**src/shared/ncs_pkg.sv**
```systemverilog
// Constants and types for the channel master-clock and NCO/spread block.
// Assumes a single 10 MHz system clock and software-driven control ports.
package ncs_pkg;
	// ----------------------------------------
	// Clock and timing
	// ----------------------------------------
	localparam int CLK_HZ = 10000000; // System clock rate.
	localparam int SS_RATE_MIN_HZ = 25000; // Slowest modulation rate.
	localparam int SS_RATE_MAX_HZ = 55000; // Fastest modulation rate.
	// Longest period rounds down, shortest rounds up.
	localparam int SS_PER_MAX = CLK_HZ / SS_RATE_MIN_HZ;
	localparam int SS_PER_MIN = (CLK_HZ + SS_RATE_MAX_HZ - 1) / SS_RATE_MAX_HZ;
	// ----------------------------------------
	// Field codes and reset values
	// ----------------------------------------
	localparam logic [1:0] XCFG_CRYSTAL = 2'h1; // Crystal driver on.
	localparam logic [1:0] XCFG_SINGLE = 2'h2; // Single-ended input.
	localparam logic [3:0] MODE_NCO = 4'h1; // Plain NCO.
	localparam logic [3:0] MODE_SPREAD = 4'h2; // Spread spectrum.
	localparam logic [1:0] MUX_NCO_TOP = 2'h3; // Upper select bits for NCO.
	localparam int LIM_NUM = 327; // About 0.499 % as LIM_NUM / 2^LIM_SHIFT.
	localparam int LIM_SHIFT = 16;
	localparam int WORD_BYTES = 5; // Bytes in the control word.
	localparam logic [2:0] LAST_BYTE = 3'h4; // Writing this byte commits.
	localparam int FW = 40; // Control word width.
	// ----------------------------------------
	// Types
	// ----------------------------------------
	typedef enum logic [0:0] {DIR_UP = 1'b0, DIR_DOWN = 1'b1} ncs_dir_e;
	// Byte write of the control word.
	typedef struct packed {
		logic wr;
		logic [2:0] idx;
		logic [7:0] data;
	} ncs_wr_s;
	// Whole state of the block.
	typedef struct packed {
		logic [31:0] shadow; // Low bytes waiting for commit.
		logic [FW-1:0] word; // Committed control word.
		logic [FW-1:0] lim; // Spread deviation ceiling.
		logic [FW-1:0] acc; // Phase accumulator.
		logic signed [FW:0] off; // Spread offset.
		logic [15:0] phase; // Position in modulation period.
		ncs_dir_e dir; // Triangle slope.
		logic xa_prev; // Previous master pin sample.
		logic use_xa; // Master clock taken from pin.
		logic nco_out; // Oscillator output.
	} ncs_state_s;
endpackage : ncs_pkg

```
**src/logic/ncs_core.sv**
```systemverilog
// Channel master-clock sourcing and NCO with triangle spread modulation.
// Assumes all pins are synchronous to clock_i; control bits come from ports.
// ----------------------------------------
// ----------------------------------------
module ncs_core
	import ncs_pkg::*;
#(
	parameter int WIDTH = FW,
	parameter logic [FW-1:0] NOMINAL = 40'h80_0000_0000
) (
	// Clock and reset.
	input wire logic clock_i,
	input wire logic reset_n_i,
	// Master clock configuration.
	input wire logic [1:0] crystal_pin_config_i,
	input wire logic doubler_enable_i,
	input wire logic master_clock_select_i,
	input wire logic ring_osc_disable_i,
	input wire logic primary_crystal_pin_i,
	// Input receivers and shared pin.
	input wire logic [2:0] input_enable_reg_i,
	input wire logic third_input_pos_pin_i,
	input wire logic general_io_three_i,
	input wire logic general_io_three_dir_i,
	// Oscillator control.
	input wire logic nco_block_enable_i,
	input wire logic [3:0] nco_mode_i,
	input wire logic [2:0] pll_input_select_i,
	input wire ncs_wr_s freq_word_regs_i,
	input wire logic [FW-1:0] ss_step_i,
	input wire logic [15:0] ss_period_i,
	// Analog controls.
	output logic crystal_driver_en_o,
	output logic primary_single_en_o,
	output logic ring_osc_on_o,
	output logic regs_on_ring_o,
	output logic [2:0] receiver_en_o,
	// Shared pin.
	output logic general_io_three_o,
	output logic general_io_three_oe_n_o,
	output logic general_io_three_in_o,
	// Oscillator results.
	output logic pll_ref_is_nco_o,
	output logic pll_ref_o,
	output logic [FW-1:0] freq_control_word_o,
	output logic [FW-1:0] nominal_freq_word_o,
	output logic signed [FW:0] fractional_offset_o
);
	// ----------------------------------------
	// Elaboration checks
	// ----------------------------------------
	// A word below 37 bits cannot reach 0.01 ppb steps.
	if (WIDTH != FW || WIDTH < 37) begin : g_bad_width
		$error("ncs_core: WIDTH must equal the package word width");
	end

	// ----------------------------------------
	// Decode
	// ----------------------------------------
	ncs_state_s s; // Registered state.
	ncs_state_s next_s; // Next state.
	logic master_on; // Some master source powered.
	logic xa_now; // Gated primary pin.
	logic master_tick; // One master-clock event.
	logic run; // Oscillator active.
	logic spread; // Spread mode active.
	logic [FW-1:0] eff; // Word plus spread offset.
	logic [FW+8:0] lim_prod; // Deviation ceiling product.
	logic [FW-1:0] new_word; // Word after a commit.
	logic [15:0] per; // Clamped modulation period.

	// Tells whether a mode code means the oscillator is in use.
	function automatic logic mode_valid(input logic [3:0] m);
		return (m == MODE_NCO) || (m == MODE_SPREAD);
	endfunction : mode_valid

	// Pin configuration drives the analog enables directly.
	assign crystal_driver_en_o = (crystal_pin_config_i == XCFG_CRYSTAL);
	assign primary_single_en_o = (crystal_pin_config_i == XCFG_SINGLE);
	assign master_on = crystal_driver_en_o | primary_single_en_o;
	assign xa_now = master_on & primary_crystal_pin_i;
	// Ring oscillator powers down on the disable bit alone.
	assign ring_osc_on_o = ~ring_osc_disable_i;
	assign regs_on_ring_o = ~s.use_xa;
	// Receivers follow their own enable bit.
	assign receiver_en_o = input_enable_reg_i;
	// Third pin becomes GPIO only when its receiver is off.
	assign general_io_three_o = general_io_three_i;
	assign general_io_three_oe_n_o = input_enable_reg_i[2] | ~general_io_three_dir_i;
	assign general_io_three_in_o = input_enable_reg_i[2] ? 1'b0 : third_input_pos_pin_i;

	// Rising edge, or either edge with the doubler in the path.
	always_comb begin
		master_tick = xa_now & ~s.xa_prev;
		if (doubler_enable_i) begin
			master_tick = xa_now ^ s.xa_prev;
		end
	end

	assign run = nco_block_enable_i & s.use_xa & mode_valid(nco_mode_i);
	assign spread = run & (nco_mode_i == MODE_SPREAD);
	// The offset register may keep its last value for one cycle after spread ends.
	// Masking it here keeps a plain NCO step exact and the reported offset clean.
	assign eff = spread ? WIDTH'($signed({1'b0, s.word}) + s.off) : s.word;
	assign freq_control_word_o = s.word;
	assign nominal_freq_word_o = NOMINAL;
	// Zero when the committed word is the nominal one and no spread.
	assign fractional_offset_o = $signed({1'b0, eff}) - $signed({1'b0, NOMINAL});
	assign pll_ref_is_nco_o = (pll_input_select_i[2:1] == MUX_NCO_TOP);
	assign pll_ref_o = pll_ref_is_nco_o & s.nco_out;

	// Period held inside the legal modulation rate band.
	always_comb begin
		per = ss_period_i;
		if (ss_period_i < 16'(SS_PER_MIN)) begin
			per = 16'(SS_PER_MIN);
		end else if (ss_period_i > 16'(SS_PER_MAX)) begin
			per = 16'(SS_PER_MAX);
		end
	end

	// ----------------------------------------
	// Next state
	// ----------------------------------------
	// Bytes 0 to 3 land in the shadow; the top byte commits the whole word.
	// The ceiling is worked out once per commit; in a commit cycle the wide product also feeds the sweep clamp.
	// Until the first commit after reset the ceiling is zero, so spreading then gives no deviation.
	always_comb begin
		next_s = s;
		new_word = {freq_word_regs_i.data, s.shadow};
		lim_prod = new_word * 9'(LIM_NUM);
		next_s.xa_prev = xa_now;
		// Switching to the pin needs the pin to be powered.
		next_s.use_xa = master_clock_select_i & master_on;
		if (freq_word_regs_i.wr) begin
			if (freq_word_regs_i.idx == LAST_BYTE) begin
				next_s.word = new_word;
				next_s.lim = WIDTH'(lim_prod >> LIM_SHIFT);
			end else if (freq_word_regs_i.idx < LAST_BYTE) begin
				next_s.shadow[freq_word_regs_i.idx*8 +: 8] = freq_word_regs_i.data;
			end
		end
		if (!run) begin
			next_s.acc = '0;
			next_s.nco_out = 1'b0;
		end else if (master_tick) begin
			next_s.acc = s.acc + eff;
			next_s.nco_out = s.acc[WIDTH-1];
		end
		if (!spread) begin
			next_s.off = '0;
			next_s.phase = '0;
			next_s.dir = DIR_UP;
		end else begin
			// Quarter one rises, half falls, last quarter rises back.
			// Turn points act one cycle late, so the sweep sits one step above center.
			next_s.phase = (s.phase >= per - 16'h0001) ? 16'h0000 : s.phase + 16'h0001;
			if (s.phase == (per >> 2)) begin
				next_s.dir = DIR_DOWN;
			end else if (s.phase == per - (per >> 2)) begin
				next_s.dir = DIR_UP;
			end
			case (s.dir)
				DIR_UP: begin
					next_s.off = s.off + $signed({1'b0, ss_step_i});
				end
				DIR_DOWN: begin
					next_s.off = s.off - $signed({1'b0, ss_step_i});
				end
				default: begin
					next_s.off = '0;
				end
			endcase
			// Clamp against the ceiling in force next cycle, so a commit that
			// shrinks the ceiling mid-sweep cannot leave the offset outside it.
			if (next_s.off > $signed({1'b0, next_s.lim})) begin
				next_s.off = $signed({1'b0, next_s.lim});
			end else if (next_s.off < -$signed({1'b0, next_s.lim})) begin
				next_s.off = -$signed({1'b0, next_s.lim});
			end
		end
	end

	// ----------------------------------------
	// State register
	// ----------------------------------------
	// Reset returns to the ring oscillator and the nominal word.
	// Reset is synchronous, so the state is unknown until the first edge with it held low.
	always_ff @(posedge clock_i) begin
		if (!reset_n_i) begin
			s <= '{shadow: '0, word: NOMINAL, lim: '0, acc: '0, off: '0, phase: '0, dir: DIR_UP,
				xa_prev: 1'b0, use_xa: 1'b0, nco_out: 1'b0};
		end else begin
			s <= next_s;
		end
	end
endmodule : ncs_core

```
**config.mk**
```make
export PLATFORM = sky130hd
export DESIGN_NAME = ncs_core
export DESIGN_NICKNAME = d
export VERILOG_FILES = /design/src/shared/ncs_pkg.sv /design/src/logic/ncs_core.sv
export SDC_FILE = /design/constraint.sdc
export NUM_CORES = 1
export LEC_CHECK = 0
export CORE_MARGIN = 2
export CORE_UTILIZATION = 51
export CTS_CLUSTER_DIAMETER = 100
export CTS_CLUSTER_SIZE = 30
export DETAILED_ROUTE_END_ITERATION = 7
export DONT_BUFFER_PORTS = 1
export PLACE_DENSITY = 0.7
export RECOVER_POWER = 100
export SYNTH_ARGS = -nofsm -noshare
export SYNTH_HDL_FRONTEND = slang
export SYNTH_SLANG_ARGS = --single-unit
```
**constraint.sdc**
```tcl
create_clock -name clock_i -period 11.8 [get_ports clock_i]
set_clock_uncertainty 0.1 [all_clocks]
set_input_delay 0.59 -clock clock_i [delete_from_list [all_inputs] [get_ports clock_i]]
set_output_delay 0.59 -clock clock_i [all_outputs]
set_load 0.05 [all_outputs]
```
==> key figures <==
Critical path
  • Crit path DAT: 11.24 ns
  • CP delay by family, top: compound AO/OA/AOI/OAI gates
  • Crit. End Element: flip-flop
  • Buffers & Inverters on Critical Path: 3
  • Critical path depth: 31
  • CP max stage delay: 0.76 ns
  • Critical path's slowest cell: nor4_1
  • Startpoint types: flip-flop
  • CP startpoint: new_word[16]
  • Critical Path RT: 12.14 ns
  • CP max FO: 26
  • Worst flop-to-flop path startpoint: new_word[16]
  • CP Class: reg2reg
  • Worst Reg-to-Reg Cells: 31

Synthesis
  • Cell taking the most area after synthesis: ha_1
  • Post-Syn Area: 27,400 µm²
  • Post-synth ARST share: 0%
  • Post-synthesis register bit count: 213
  • Ranking of synthesized cells by area: ha_1, dfxtp_1, fa_1
  • EDFF count, synth: 0
  • Ys flop type: dfxtp_1
  • Distinct cells, synth: 109
  • Top cell type's share of synthesized area: 18.9%
  • Post-Syn Instances: 3,433
  • Register area share after synthesis: 15.6%
  • Yosys Warn Count: 0
  • Post-Syn Area per Cell: 7.97 µm²

Floorplan
  • Row count: 84
  • Die footprint: 55,500 µm²
  • Die Height: 236 µm
  • Initial core utilization: 51.9%
  • CORE AREA: 52,800 µm²
  • Top Ports: 223
  • Chip Width: 236 µm

Pwr
  • Sw Share: 38.7%
  • Clock Power Share: 28.7%
  • NetSw: 0.839 mW
  • Pint: 1.33 mW
  • Flop pwr share: 33.8%
  • Logic gate share of total power: 37.5%
  • PwrDens: 77.7 nW/µm²
  • Leakage: 13.4 nW
  • Max VDD drop: 0.0690 mV

Route
  • DR pass1 iterations: 5
  • Number of vias per cell: 5.92
  • DR vias: 23,809
  • Initial drt markers: 1,944
  • Post-Route WL: 75,200 µm
  • Wire length per cell: 18.7 µm
  • ANT nets after route: 0
  • # DRC: 0

Final layout
  • Commonest non-fill, non-tap cell in the layout: ha_1
  • Cell Count, Final, Fillers Out: 4,021
  • Fin nets: 3,940
  • Share of cells above drive strength 1: 3.12%
  • Antenna Cells: 0
  • Commonest non-fill, non-tap cells in the layout: ha_1, nand2_1, a21oi_1, nor2_1, inv_1
  • Layout area overhead: 2.05%

Placement
  • Placed cell count: 3,994
  • I/O Buffers: 0
  • Hpwl dp: 59,900 µm
  • Routability Congestion: 0.954

Clock tree
  • Clock Sinks: 213
  • CTS Buf Count: 15
  • Clock Pin Slew Worst Setup and Hold Paths: 0.10 ns
  • Clock Latency Late Sink: 0.54 ns
  • Htree depth: 1
  • Setup Buffers After CTS: 0
  • TritonCTS clock tree: built
  • Clock tree buffer depth: 3
  • Root Buffer: clkbuf_16

Run
  • Number of max-cap violations: 36

Min path
  • Worst min-delay path category: in2reg
  • Hold path cells: 2
  • Hold Path Origin: master_clock_select_i

Timing
  • RSZ-0062 raised after global routing: no
  • Final hold vios: 0
  • Final Cycle Share: 92.4%
  • Slew margin rel.: -118%
  • Min Tclk post-route: 10.90 ns
  • Worst Tran Pin Value: 3.28 ns
  • # setup viols final: 0
  • Max Freq: 0.0918 GHz
  • Max-slew violations: 260
  • Setup Total Neg Slack: 0 ns

Outcome
  • Status: complete, but fails checks
  • Violated checks: capacitance limit, slew limit

Global routing
  • Initial antenna violation count: 1
  • Vias in the first global route: 22,551
  • GRT Total Usage: 26.7%
  • Largest net degree at the start of global routing: 77
  • First-pass GRT wire length: 121,000 µm
  • Global route total overflow: 0
## power by group through the flow
stage	logic, mW	registers, mW	clock network (mW)
final	0.814	0.733	0.623
after global routing	0.907	0.733	0.657
after CTS	0.801	0.733	0.639
after detailed placement	0.794	0.749	0
after global placement	0.787	0.749	0
after floorplan	0.662	0.744	0
## through the flow
stage / cell area [µm²] / setup WS, ns / util [%] / hold slack, ns / power, mW
finish: 27900 / 0.903 / 52.9 / 0.0485 / 2.17
global route: 27900 / 0.363 / 52.9 / 0.0525 / 2.30
CTS: 28000 / 1.28 / 53.1 / 0.0338 / 2.17
detailed placement: 27400 / 1.31 / 52.0 / 0.350 / 1.54
global placement: 27400 / 1.50 / 52.0 / 0.341 / 1.54
floorplan: 27600 / 3.32 / - / 0.327 / 1.41
## area by class of cell
cell class                 instances  area (µm²)
fill                            5038       24800
multi-input combinational       2814       21100
sequential                       213        4260
inverter                         257         966
tap                              688         861
clock buffer                      16         389
timing repair buffer              23         161
clock inverter                    10         159
## state kept, by name, indices dropped and copies added, names as in the netlist
name	flops
new_word	32
s	141
freq_control_word_o	40
## logic make-up (layout without fill, tap and decap cells)
| family | after synthesis | count (layout) | share of synthesized area [%] |
|---|---|---|---|
| adder cells (fa/ha/maj) | 526 | 526 | 27.1 |
| multiplexers | 39 | 39 | 1.48 |
| buffers and inverters | 463 | 306 | 8.06 |
| AND/OR/NAND/NOR | 1040 | 1040 | 18.5 |
| other | 2 | 59 | 0.0274 |
| XOR/XNOR | 243 | 243 | 7.78 |
| flip-flops | 213 | 213 | 15.6 |
| AO/OA/AOI/OAI | 907 | 907 | 21.5 |
## worst register-to-register path: cells and delay by family (launching register included)
| family | cells | cell delay, ns |
|---|---|---|
| AO/OA/AOI/OAI | 11 | 3.91 |
| XOR/XNOR | 1 | 0.18 |
| adder cells (fa/ha/maj) | 6 | 2.66 |
| buffers and inverters | 3 | 0.45 |
| flip-flops | 1 | 0.59 |
| AND/OR/NAND/NOR | 10 | 2.93 |
## timing repair
| action | CTS | global route |
|---|---|---|
| gates resized for setup | 0 | 0 |
| hold buffers | 1 | 0 |
| hold endpoints to repair | 1 | 0 |
## per-layer routing
metal,GRT usage [%],wire length [µm],part of all wire (%),up-vias
li1,-,-,-,11839
met1,36.4,33900,45,11176
met2,43.1,33500,44,697
met3,5.17,6020,8.0,97
met4,6.89,1790,2.4,0
met5,0,0,0,-
## cells in the mapped netlist (all sizes together) (29+ instances only)
cell / count
a21oi: 316
nand2b: 30
xor2: 79
nor2: 255
clkbuf: 101
fa: 112
and3: 38
xnor2: 164
nand2: 337
dfxtp: 213
buf: 105
nor3: 83
nand4: 51
a211oi: 37
a21o: 132
nand3: 81
inv: 257
o21ai: 140
a31oi: 44
ha: 414
nor2b: 32
o21a: 32
o21bai: 29
## worst paths after layout
kind | slack (ns) | endpoint
setup / recovery | 0.90 | s[22]
hold / removal | 0.05 | s[1]
setup reg to reg | 0.90 | s[22]
hold reg to reg | 0.36 | s[69]
Power figures use the tool's default switching activity.
